--- src/core/cfgpm_pkg.sv ---
// Constants and carrier types for the configuration sideband block.
// Assumes one user clock, a synchronous reset and APB register access.
`default_nettype none

package cfgpm_pkg;

  // --------------------------------------------------------------------
  // APB register map
  // --------------------------------------------------------------------
  localparam logic [11:0] OFF_CTRL = 12'h000;
  localparam logic [11:0] OFF_STAT = 12'h004;
  localparam logic [11:0] OFF_MIRROR = 12'h008;
  localparam int CTRL_ROOT_BIT = 0;
  localparam logic CTRL_ROOT_RST = 1'b0;
  localparam int STAT_STATE_LSB = 0;
  localparam int STAT_ASPM_ARM_BIT = 2;
  localparam int STAT_OFFOK_ARM_BIT = 3;
  localparam int STAT_DIRECT_L1_BIT = 4;

  // --------------------------------------------------------------------
  // Configuration space layout
  // --------------------------------------------------------------------
  localparam logic [9:0] CFG_REPORT_LIMIT = 10'h080;
  localparam logic [9:0] CMD_DW = 10'h001;
  localparam logic [9:0] DEVCTL_DW = 10'h01A;
  localparam logic [9:0] DEVCTL2_DW = 10'h022;
  localparam logic [15:0] CMD_RST = 16'h0000;
  localparam logic [15:0] DEVCTL_RST = 16'h0000;
  localparam logic [4:0] DEVCTL2_RST = 5'h00;
  localparam int CMD_IO_BIT = 0;
  localparam int CMD_MEM_BIT = 1;
  localparam int CMD_BME_BIT = 2;
  localparam int CMD_SERR_BIT = 8;
  localparam int CMD_INTD_BIT = 10;
  localparam int DC_CORR_BIT = 0;
  localparam int DC_FATAL_BIT = 2;
  localparam int DC_RO_BIT = 4;
  localparam int DC_MPS_LSB = 5;
  localparam int DC_EXTTAG_BIT = 8;
  localparam int DC_MRRS_LSB = 12;
  localparam int DC2_CTO_LSB = 0;
  localparam int DC2_CTO_DIS_BIT = 4;

  // --------------------------------------------------------------------
  // Types
  // --------------------------------------------------------------------
  typedef enum logic [1:0] {
    TO_IDLE, TO_WAIT_ACK, TO_WAIT_L23, TO_L3
  } cfgpm_to_state_t;

  typedef struct packed {
    logic io_on, mem_on, bme, serr, intd, cto_dis;
    logic [3:0] cto;
    logic corr_on, fatal_on, ro, ext_tag;
    logic [2:0] mps, mrrs;
  } cfgpm_mirror_t;

  typedef struct packed {
    logic pulse;
    logic [6:0] offset;
    logic is_write;
  } cfgpm_acc_t;

  typedef struct packed {
    logic aspm_seen_n, l23_seen_n, ack_seen_n, to_seen, to_ack_seen;
    logic [15:0] msg_data;
    logic l3_ready;
  } cfgpm_pm_t;

  typedef struct packed {
    logic pm_req_ack, as_nak, turn_off, turn_off_ack, pme;
    logic err_cor, err_nonfatal, err_fatal, intx, ur, accept;
  } cfgpm_tx_t;

  localparam cfgpm_pm_t PM_RST = '{aspm_seen_n: 1'b1, l23_seen_n: 1'b1,
    ack_seen_n: 1'b1, to_seen: 1'b0, to_ack_seen: 1'b0,
    msg_data: 16'h0000, l3_ready: 1'b0};

endpackage

`default_nettype wire

--- src/core/cfgpm_mirror.sv ---
// Configuration register mirrors and received access report.
// Assumes accesses arrive one per cycle, already checked as valid.
`timescale 1ns/100ps
`default_nettype none

module cfgpm_mirror (
  // Clock and reset
  input wire logic clk,
  input wire logic rst,
  // Received configuration access
  input wire logic acc_valid,
  input wire logic [9:0] acc_dword,
  input wire logic acc_write,
  input wire logic [31:0] acc_data,
  input wire logic [3:0] acc_be,
  // Access report and mirrors
  output cfgpm_pkg::cfgpm_acc_t report,
  output cfgpm_pkg::cfgpm_mirror_t mirror
);

  logic [15:0] cmd_r;
  logic [15:0] devctl_r;
  logic [4:0] devctl2_r;
  cfgpm_pkg::cfgpm_acc_t report_r;

  // Byte-lane merge of a 16-bit field; used for every mirrored register
  function automatic logic [15:0] lane_merge(input logic [15:0] old,
      input logic [15:0] wd, input logic [1:0] be);
    lane_merge = {be[1] ? wd[15:8] : old[15:8], be[0] ? wd[7:0] : old[7:0]};
  endfunction

  // Decode of the access
  wire in_range_w = acc_dword < cfgpm_pkg::CFG_REPORT_LIMIT;
  wire cfg_wr_w = acc_valid && acc_write;
  wire cmd_wr_w = cfg_wr_w && acc_dword == cfgpm_pkg::CMD_DW;
  wire dc_wr_w = cfg_wr_w && acc_dword == cfgpm_pkg::DEVCTL_DW;
  wire dc2_wr_w = cfg_wr_w && acc_dword == cfgpm_pkg::DEVCTL2_DW;
  wire [15:0] dc2_new_w = lane_merge({11'h000, devctl2_r},
      acc_data[15:0], acc_be[1:0]);

  // Mirror registers, updated at the edge that takes the write
  always_ff @(posedge clk) begin
    if (rst) begin
      cmd_r <= cfgpm_pkg::CMD_RST;
      devctl_r <= cfgpm_pkg::DEVCTL_RST;
      devctl2_r <= cfgpm_pkg::DEVCTL2_RST;
    end else begin
      if (cmd_wr_w) cmd_r <= lane_merge(cmd_r, acc_data[15:0], acc_be[1:0]);
      if (dc_wr_w) devctl_r <= lane_merge(devctl_r, acc_data[15:0],
          acc_be[1:0]);
      if (dc2_wr_w) devctl2_r <= dc2_new_w[4:0];
    end
  end

  // Access report; offset and type are loaded every cycle, valid only with the pulse
  always_ff @(posedge clk) begin
    if (rst) begin
      report_r <= '0;
    end else begin
      report_r.pulse <= acc_valid && in_range_w;
      report_r.offset <= acc_dword[6:0];
      report_r.is_write <= acc_write;
    end
  end

  // Field extraction straight from the registers
  assign report = report_r;
  assign mirror.io_on = cmd_r[cfgpm_pkg::CMD_IO_BIT];
  assign mirror.mem_on = cmd_r[cfgpm_pkg::CMD_MEM_BIT];
  assign mirror.bme = cmd_r[cfgpm_pkg::CMD_BME_BIT];
  assign mirror.serr = cmd_r[cfgpm_pkg::CMD_SERR_BIT];
  assign mirror.intd = cmd_r[cfgpm_pkg::CMD_INTD_BIT];
  assign mirror.cto_dis = devctl2_r[cfgpm_pkg::DC2_CTO_DIS_BIT];
  assign mirror.cto = devctl2_r[cfgpm_pkg::DC2_CTO_LSB +: 4];
  assign mirror.corr_on = devctl_r[cfgpm_pkg::DC_CORR_BIT];
  assign mirror.fatal_on = devctl_r[cfgpm_pkg::DC_FATAL_BIT];
  assign mirror.ro = devctl_r[cfgpm_pkg::DC_RO_BIT];
  assign mirror.ext_tag = devctl_r[cfgpm_pkg::DC_EXTTAG_BIT];
  assign mirror.mps = devctl_r[cfgpm_pkg::DC_MPS_LSB +: 3];
  assign mirror.mrrs = devctl_r[cfgpm_pkg::DC_MRRS_LSB +: 3];
endmodule

`default_nettype wire

--- src/core/cfgpm_top.sv ---
// Power management sideband, access report and mirrors of the config block.
// Assumes link events arrive as one-cycle pulses in the user clock domain.
//
// Implementation choices: the APB interface to the registers and the register offsets.
`timescale 1ns/100ps
`default_nettype none

module cfgpm_top (
  // Clock and reset
  input wire logic MCLK,
  input wire logic SYS_RST,
  // APB slave
  input wire logic PSEL,
  input wire logic PENABLE,
  input wire logic PWRITE,
  input wire logic [11:0] PADDR,
  input wire logic [31:0] PWDATA,
  input wire logic [3:0] PSTRB,
  output logic [31:0] PRDATA,
  output logic PREADY,
  output logic PSLVERR,
  // Link receive events
  input wire logic RX_ENTER_L1,
  input wire logic RX_ENTER_L23,
  input wire logic RX_AS_REQ_L1,
  input wire logic RX_REQ_ACK,
  input wire logic RX_TURN_OFF,
  input wire logic RX_TURN_OFF_ACK,
  input wire logic [15:0] RX_MSG_RID,
  input wire logic RX_IO_REQ,
  input wire logic RX_MEM_REQ,
  // Received configuration accesses
  input wire logic RX_CFG_VALID,
  input wire logic [9:0] RX_CFG_DWORD,
  input wire logic RX_CFG_WRITE,
  input wire logic [31:0] RX_CFG_DATA,
  input wire logic [3:0] RX_CFG_BE,
  // Internal error events and interrupt request
  input wire logic ERR_COR,
  input wire logic ERR_NONFATAL,
  input wire logic ERR_FATAL,
  input wire logic FWD_NONFATAL,
  input wire logic FWD_FATAL,
  input wire logic INTX_REQ,
  // User power management inputs
  input wire logic DIRECT_ASPM_L1_REQ_N,
  input wire logic PM_ACK_SEND_N,
  input wire logic PM_NAK_SEND_N,
  input wire logic TURN_OFF_SEND_N,
  input wire logic POWER_OFF_SAFE_N,
  input wire logic WAKE_REQUEST_N,
  // User power management outputs
  output logic ASPM_L1_REQUEST_SEEN_N,
  output logic L23_ENTRY_SEEN_N,
  output logic PM_ACK_SEEN_N,
  output logic TURN_OFF_MSG_SEEN,
  output logic TURN_OFF_ACK_SEEN,
  output logic [15:0] MSG_DATA,
  output logic L3_READY,
  // Configuration access report
  output logic CFG_ACCESS_PULSE,
  output logic [6:0] CFG_ACCESS_DWORD_OFFSET,
  output logic CFG_ACCESS_IS_WRITE,
  // Register mirrors
  output logic BUS_MASTER_ALLOWED,
  output logic LEGACY_IRQ_BLOCKED,
  output logic IO_SPACE_ALLOWED,
  output logic MEM_SPACE_ALLOWED,
  output logic SYSTEM_ERROR_ALLOWED,
  output logic CPL_TIMEOUT_OFF,
  output logic [3:0] CPL_TIMEOUT_RANGE,
  output logic CORR_ERR_REPORT_ON,
  output logic FATAL_ERR_REPORT_ON,
  output logic RELAXED_ORDER_ALLOWED,
  output logic WIDE_TAG_ALLOWED,
  output logic [2:0] PAYLOAD_LIMIT,
  output logic [2:0] READ_REQUEST_LIMIT,
  // Link transmit requests
  output logic TX_PM_REQ_ACK,
  output logic TX_AS_NAK,
  output logic TX_TURN_OFF,
  output logic TX_TURN_OFF_ACK,
  output logic TX_PME,
  output logic TX_ERR_COR,
  output logic TX_ERR_NONFATAL,
  output logic TX_ERR_FATAL,
  output logic TX_INTX,
  output logic TX_UR,
  output logic RX_REQ_ACCEPT
);

  logic root_r;
  logic pready_r;
  logic pslverr_r;
  logic [31:0] prdata_r;
  logic [31:0] rd_data_w;
  logic rd_hit_w;
  logic aspm_arm_r;
  logic offok_arm_r;
  logic to_hi_r;
  logic wake_hi_r;
  cfgpm_pkg::cfgpm_to_state_t to_state_r, to_state_nxt;
  cfgpm_pkg::cfgpm_pm_t pm_r, pm_nxt;
  cfgpm_pkg::cfgpm_tx_t tx_r, tx_nxt;
  cfgpm_pkg::cfgpm_acc_t report_w;
  cfgpm_pkg::cfgpm_mirror_t mirror_w;

  // --------------------------------------------------------------------
  // Mirrors and access report
  // --------------------------------------------------------------------
  cfgpm_mirror u_mirror (
    .clk(MCLK),
    .rst(SYS_RST),
    .acc_valid(RX_CFG_VALID),
    .acc_dword(RX_CFG_DWORD),
    .acc_write(RX_CFG_WRITE),
    .acc_data(RX_CFG_DATA),
    .acc_be(RX_CFG_BE),
    .report(report_w),
    .mirror(mirror_w)
  );

  // --------------------------------------------------------------------
  // APB slave
  // --------------------------------------------------------------------
  // Every access takes one wait-free access phase: ready is the setup echo
  wire setup_w = PSEL && !PENABLE;
  wire access_w = PSEL && PENABLE && pready_r;
  wire ctrl_wr_w = access_w && PWRITE && PSTRB[0]
      && PADDR == cfgpm_pkg::OFF_CTRL;

  // Read decode; unmapped addresses read zero and flag an error
  always_comb begin
    rd_data_w = '0;
    rd_hit_w = 1'b1;
    if (PADDR == cfgpm_pkg::OFF_CTRL) begin
      rd_data_w[cfgpm_pkg::CTRL_ROOT_BIT] = root_r;
    end else if (PADDR == cfgpm_pkg::OFF_STAT) begin
      rd_data_w[cfgpm_pkg::STAT_STATE_LSB +: 2] = to_state_r;
      rd_data_w[cfgpm_pkg::STAT_ASPM_ARM_BIT] = aspm_arm_r;
      rd_data_w[cfgpm_pkg::STAT_OFFOK_ARM_BIT] = offok_arm_r;
      rd_data_w[cfgpm_pkg::STAT_DIRECT_L1_BIT] = DIRECT_ASPM_L1_REQ_N;
    end else if (PADDR == cfgpm_pkg::OFF_MIRROR) begin
      rd_data_w[$bits(mirror_w)-1:0] = mirror_w;
    end else begin
      rd_hit_w = 1'b0;
    end
  end

  // Answer is loaded at the setup edge and held through the access phase
  always_ff @(posedge MCLK) begin
    if (SYS_RST) begin
      pready_r <= 1'b0;
      pslverr_r <= 1'b0;
      prdata_r <= 32'h00000000;
    end else begin
      pready_r <= setup_w;
      if (setup_w) begin
        pslverr_r <= !rd_hit_w;
        prdata_r <= PWRITE ? 32'h00000000 : rd_data_w;
      end
    end
  end

  // Port mode; a change drops any armed handshake
  always_ff @(posedge MCLK) begin
    if (SYS_RST) begin
      root_r <= cfgpm_pkg::CTRL_ROOT_RST;
    end else if (ctrl_wr_w) begin
      root_r <= PWDATA[cfgpm_pkg::CTRL_ROOT_BIT];
    end
  end

  // --------------------------------------------------------------------
  // Power management handshakes
  // --------------------------------------------------------------------
  wire ep_w = !root_r;
  wire aspm_req_w = root_r && RX_AS_REQ_L1;
  wire nak_go_w = root_r && aspm_arm_r && !PM_NAK_SEND_N;
  wire ack_go_w = root_r && aspm_arm_r && !PM_ACK_SEND_N
      && PM_NAK_SEND_N;
  wire auto_ack_w = root_r && (RX_ENTER_L1 || RX_ENTER_L23);
  // Edge detect so a held turn-off input sends one message only
  wire to_go_w = root_r && !TURN_OFF_SEND_N && to_hi_r;
  wire off_ok_w = offok_arm_r && !POWER_OFF_SAFE_N;
  wire wake_go_w = !WAKE_REQUEST_N && wake_hi_r;

  // Armed flags; a new arming event wins over a clear in the same cycle
  always_ff @(posedge MCLK) begin
    if (SYS_RST) begin
      aspm_arm_r <= 1'b0;
      offok_arm_r <= 1'b0;
      to_hi_r <= 1'b1;
      wake_hi_r <= 1'b1;
    end else begin
      if (aspm_req_w) aspm_arm_r <= 1'b1;
      else if (ack_go_w || nak_go_w || ep_w) aspm_arm_r <= 1'b0;
      if (ep_w && RX_TURN_OFF) offok_arm_r <= 1'b1;
      else if (off_ok_w || root_r) offok_arm_r <= 1'b0;
      to_hi_r <= TURN_OFF_SEND_N;
      wake_hi_r <= WAKE_REQUEST_N;
    end
  end

  // Root Port turn-off sequence toward L3 ready
  always_comb begin
    to_state_nxt = to_state_r;
    case (to_state_r)
      cfgpm_pkg::TO_IDLE, cfgpm_pkg::TO_L3: begin
        if (to_go_w) to_state_nxt = cfgpm_pkg::TO_WAIT_ACK;
      end
      cfgpm_pkg::TO_WAIT_ACK: begin
        if (RX_ENTER_L23) to_state_nxt = cfgpm_pkg::TO_L3;
        else if (RX_TURN_OFF_ACK) to_state_nxt = cfgpm_pkg::TO_WAIT_L23;
      end
      cfgpm_pkg::TO_WAIT_L23: begin
        if (RX_ENTER_L23) to_state_nxt = cfgpm_pkg::TO_L3;
      end
      default: to_state_nxt = cfgpm_pkg::TO_IDLE;
    endcase
    if (ep_w) to_state_nxt = cfgpm_pkg::TO_IDLE;
  end

  // Status toward user logic; active-low outputs idle high
  always_comb begin
    pm_nxt.aspm_seen_n = !aspm_req_w;
    pm_nxt.l23_seen_n = !(root_r && RX_ENTER_L23);
    pm_nxt.ack_seen_n = !(ep_w && RX_REQ_ACK);
    pm_nxt.to_seen = ep_w && RX_TURN_OFF;
    pm_nxt.to_ack_seen = root_r && RX_TURN_OFF_ACK;
    pm_nxt.msg_data = (RX_TURN_OFF || RX_TURN_OFF_ACK) ? RX_MSG_RID
        : pm_r.msg_data;
    pm_nxt.l3_ready = to_state_nxt == cfgpm_pkg::TO_L3;
  end

  // Transmit requests; error gating keeps Root Port reports internal
  always_comb begin
    tx_nxt.pm_req_ack = ack_go_w || auto_ack_w;
    tx_nxt.as_nak = nak_go_w;
    tx_nxt.turn_off = to_go_w;
    tx_nxt.turn_off_ack = off_ok_w;
    tx_nxt.pme = wake_go_w;
    tx_nxt.err_cor = ep_w && ERR_COR && mirror_w.corr_on;
    tx_nxt.err_nonfatal = mirror_w.serr
        && (ep_w ? ERR_NONFATAL : FWD_NONFATAL);
    tx_nxt.err_fatal = ep_w ? ERR_FATAL && (mirror_w.serr
        || mirror_w.fatal_on) : FWD_FATAL && mirror_w.serr;
    tx_nxt.intx = INTX_REQ && !mirror_w.intd;
    tx_nxt.ur = ep_w && ((RX_IO_REQ && !mirror_w.io_on)
        || (RX_MEM_REQ && !mirror_w.mem_on));
    tx_nxt.accept = (RX_IO_REQ && (root_r || mirror_w.io_on))
        || (RX_MEM_REQ && (root_r || mirror_w.mem_on));
  end

  // Output registers
  always_ff @(posedge MCLK) begin
    if (SYS_RST) begin
      to_state_r <= cfgpm_pkg::TO_IDLE;
      pm_r <= cfgpm_pkg::PM_RST;
      tx_r <= '0;
    end else begin
      to_state_r <= to_state_nxt;
      pm_r <= pm_nxt;
      tx_r <= tx_nxt;
    end
  end

  // --------------------------------------------------------------------
  // Port mapping
  // --------------------------------------------------------------------
  assign PRDATA = prdata_r;
  assign PREADY = pready_r;
  assign PSLVERR = pslverr_r;
  assign ASPM_L1_REQUEST_SEEN_N = pm_r.aspm_seen_n;
  assign L23_ENTRY_SEEN_N = pm_r.l23_seen_n;
  assign PM_ACK_SEEN_N = pm_r.ack_seen_n;
  assign TURN_OFF_MSG_SEEN = pm_r.to_seen;
  assign TURN_OFF_ACK_SEEN = pm_r.to_ack_seen;
  assign MSG_DATA = pm_r.msg_data;
  assign L3_READY = pm_r.l3_ready;
  assign CFG_ACCESS_PULSE = report_w.pulse;
  assign CFG_ACCESS_DWORD_OFFSET = report_w.offset;
  assign CFG_ACCESS_IS_WRITE = report_w.is_write;
  assign BUS_MASTER_ALLOWED = mirror_w.bme;
  assign LEGACY_IRQ_BLOCKED = mirror_w.intd;
  assign IO_SPACE_ALLOWED = mirror_w.io_on;
  assign MEM_SPACE_ALLOWED = mirror_w.mem_on;
  assign SYSTEM_ERROR_ALLOWED = mirror_w.serr;
  assign CPL_TIMEOUT_OFF = mirror_w.cto_dis;
  assign CPL_TIMEOUT_RANGE = mirror_w.cto;
  assign CORR_ERR_REPORT_ON = mirror_w.corr_on;
  assign FATAL_ERR_REPORT_ON = mirror_w.fatal_on;
  assign RELAXED_ORDER_ALLOWED = mirror_w.ro;
  assign WIDE_TAG_ALLOWED = mirror_w.ext_tag;
  assign PAYLOAD_LIMIT = mirror_w.mps;
  assign READ_REQUEST_LIMIT = mirror_w.mrrs;
  assign TX_PM_REQ_ACK = tx_r.pm_req_ack;
  assign TX_AS_NAK = tx_r.as_nak;
  assign TX_TURN_OFF = tx_r.turn_off;
  assign TX_TURN_OFF_ACK = tx_r.turn_off_ack;
  assign TX_PME = tx_r.pme;
  assign TX_ERR_COR = tx_r.err_cor;
  assign TX_ERR_NONFATAL = tx_r.err_nonfatal;
  assign TX_ERR_FATAL = tx_r.err_fatal;
  assign TX_INTX = tx_r.intx;
  assign TX_UR = tx_r.ur;
  assign RX_REQ_ACCEPT = tx_r.accept;
endmodule

`default_nettype wire

--- config.mk ---
export PLATFORM = sky130hd
export DESIGN_NAME = cfgpm_top
export DESIGN_NICKNAME = d
export VERILOG_FILES = /design/src/core/cfgpm_pkg.sv /design/src/core/cfgpm_mirror.sv /design/src/core/cfgpm_top.sv
export SDC_FILE = /design/constraint.sdc
export NUM_CORES = 1
export LEC_CHECK = 0
export BUFFER_PORTS_ARGS = -buffer_cell sky130_fd_sc_hd__buf_2
export CAP_MARGIN = 30
export CORE_MARGIN = 2
export CORE_UTILIZATION = 41
export DETAILED_ROUTE_END_ITERATION = 16
export MAX_ROUTING_LAYER = met4
export PLACE_DENSITY_LB_ADDON = 0.3
export SETUP_SLACK_MARGIN = 0.3
export SLEW_MARGIN = 20
export SYNTH_ARGS = -nofsm -noshare
export SYNTH_HDL_FRONTEND = slang
export SYNTH_SLANG_ARGS = --single-unit
--- constraint.sdc ---
create_clock -name MCLK -period 1.55 [get_ports MCLK]
set_input_delay 0.155 -clock MCLK [delete_from_list [all_inputs] [get_ports MCLK]]
set_output_delay 0.155 -clock MCLK [all_outputs]
set_load 0.01 [all_outputs]
==> flow_summary_export.csv <==
group,metric,value,unit
outcome,status,"finished, final reports clean",
drt,viasPerCell,4.90,
floorplan,die_w,94.5,um
floorplan,ios,233,
drt,dr.pass1.iters,4,
setup_path,r2r_start,"to_state_r[0]",
setup_path,r2r_setup_slack,0.24,ns
floorplan,core,0.00809,mm2
cts,clk_path_buf_depth,2,
cts,numCtsBuffers,9,
drt,wirelength,8830,um
synth,ys.flop_type,"dfxtp_1",
synth,synthTopCellsByCount,"dfxtp_1 (91), nand2_1 (39), nor2_1 (30)",
power_and_ir_drop,power_density,909,mW/mm2
min_path,whs_endpoint,"L23_ENTRY_SEEN_N",
cts,cts.sinks,91,
cts,htreeDepth,3,
synth,synth.distinct_cells,49,
drt,wl_per_cell,14.0,um
setup_path,timing.critical_path.from,"to_state_r[0]",
drt,antenna_left,0,
final_layout,fin_cells,631,
drt,drc_errors,0,
sta,slew_viol_final,0,
power_and_ir_drop,power_leakage,2.31,nW
setup_path,cp-start-kind,"flip-flop",
sta,fin_ws,0.244,ns
cts,hold_buffers,7,
synth,synthArstFlopShare,0,%
sta,layout_min_cycle_time,1.31,ns
setup_path,critPathKind,"reg2reg",
sta,fmax,766,MHz
setup_path,regToRegEndpoint,"L3_READY",
final_layout,final_util,57.5,%
final_layout,fin_nets,660,
power_and_ir_drop,total_power,4.23,mW
synth,synth_top_area_share,54.2,%
synth,synth_top_area_cell,"dfxtp_1",
sta,min_period_over_period,84.2,%
global_routing,antenna_found_initial,0,
setup_path,required,1.86,ns
cts,cts_tree,"built",
synth,ys_ff_latch,91,
floorplan,initial_core_util,41.5,%
cts,root_buffer,"clkbuf_8",
floorplan,rows,33,
synth,synth_edf_count,0,
sta,final-hold-violation-count,0,
final_layout,n_antenna_cell,0,
global_routing,grt-ovfl-total,0,
run,cap_violations,0,
final_layout,syn2layout_area_growth,38.4,%
global_routing,grt_max_degree,32,
synth,ys_warn_count,0,
global_routing,grt_usage,20.1,%
placement,place_area,0.00434,mm2
synth,synth-seq-area-share,54.2,%
sta,rsz0062_at_grt,"true",
min_path,min_path_type,"in2reg",
min_path,hp-start,"RX_ENTER_L23",
power_and_ir_drop,ir_worst_vdd,0.422,mV
synth,synthTopCellsByArea,"dfxtp_1 (54%), mux2i_1 (5.1%), nand2_1 (4.4%)",
placement,place.gp.congestion,0.768,
placement,dp_cells,604,
setup_path,reg2regPathDepth,5,
sta,clock_skew,0.00717,ns
final_layout,drive_gt1_share,43.2,%
min_path,hold_depth,2,
setup_path,critPathArrivalTime,1.61,ns
floorplan,die_h,94.5,um
synth,postSynthCellCount,338,
placement,post-place-ws,0.0345,ns
sta,setup-violations-final,0,
placement,post-dp-hpwl,6500,um
synth,syn_avg_cell_area,9.94,um2
setup_path,critPathMaxFanout,4,
floorplan,die-area,0.00894,mm2
sta,holdWs,0.00879,ns
cts,clkTransAtPathRegs,0.09,ns
final_layout,design_area,0.00465,mm2
synth,yosysMostFrequentCell,"dfxtp_1",
placement,port_buffers,165,
drt,route.vias.total,3094,
sta,timing.setup.tns,0,ns
global_routing,grt_pass1_wl,13300,um
global_routing,grt_pass1_vias,2842,
synth,mappedNetlistArea,0.00336,mm2
drt,dr.first_iter.drc_count,57,
cts,worstSkewPairLatency,0.36,ns
setup_path,end_kind,"flip-flop",
power by group:
group          total [mW]  switching [mW]  internal, mW
combinational       0.391           0.213         0.178
clock                1.43           0.846         0.587
sequential           2.41          0.0189          2.39
total                4.23            1.08          3.15
repair_timing:
item,in CTS,in global routing
endpoints found under the hold margin,8,1
setup endpoints to repair,4,5
gates resized for setup,10,1
pin swaps,5,1
buffers inserted,4,0
worst max path at each step:
stage,cells after the start,slack [ns],endpoint
detailed placement,6,0.03,PRDATA[4]
finish,5,0.24,L3_READY
floorplan,4,0.18,root_r
CTS,6,0.26,L3_READY
global placement,6,0.05,PRDATA[1]
global route,6,0.17,L3_READY
logic make-up after synthesis:
kind of cell,after synthesis,synth area share (%)
fa+ha+maj,2,0.744
other cells,1,0.112
flops,91,54.2
buf+inv,33,5.29
compound gates,63,13.1
mux,17,5.06
simple gates,131,21.4
sequential cells by signal, summed over array words and instances, names as in the netlist, 2 cells and up:
signal and count:
PRDATA 20, u_mirror.devctl_r 10, u_mirror.devctl2_r 5, to_state_r 2
u_mirror.report 9, u_mirror.cmd_r 5, MSG_DATA 16
cells in the final DEF (no fill, tap or decap), drive strengths merged, types with 5 or more instances in the layout:
master       synthesis  routed
nand4                6       6
inv                  7       8
nor3b                6       6
nor2b               11      11
and2                 6       6
clkinv               0       5
nor2                30      30
nor3                 5       5
o21ai                8       8
dlygate4sd3          0       7
a21oi               24      24
a22o                15      15
mux2i               17      17
clkbuf               9      10
nand3                6       6
buf                 17     180
nand2               39      39
conb                 1      12
dfxtp               91      91
layer usage:
metal / wire length [um] / vias to the layer above / share of wire (%) / GRT usage, %
met3: 665 / 18 / 7.5 / 3.91
met1: 3850 / 1423 / 44 / 25.0
li1: - / 1521 / - / -
met4: 195 / 0 / 2.2 / 11.0
met5: 0 / - / 0 / -
met2: 4120 / 132 / 47 / 31.0
layout make-up:
type                    instances  area (um2)
fillers                       741        3440
flip-flops and latches         91        1830
multi-input cells             225        1470
repair buffers                187        1020
well taps                     105         131
clock buffers                  10         128
clock inverters                 6        41.3
inverters                       7        26.3
critical path, cell delays in order (launching register included):
cell,delay (ns)
dfxtp_2,0.37
inv_2,0.06
ha_4,0.28
a21bo_2,0.22
o31a_1,0.12
and3b_1,0.21
No activity file was read; power rests on OpenSTA's default activity.
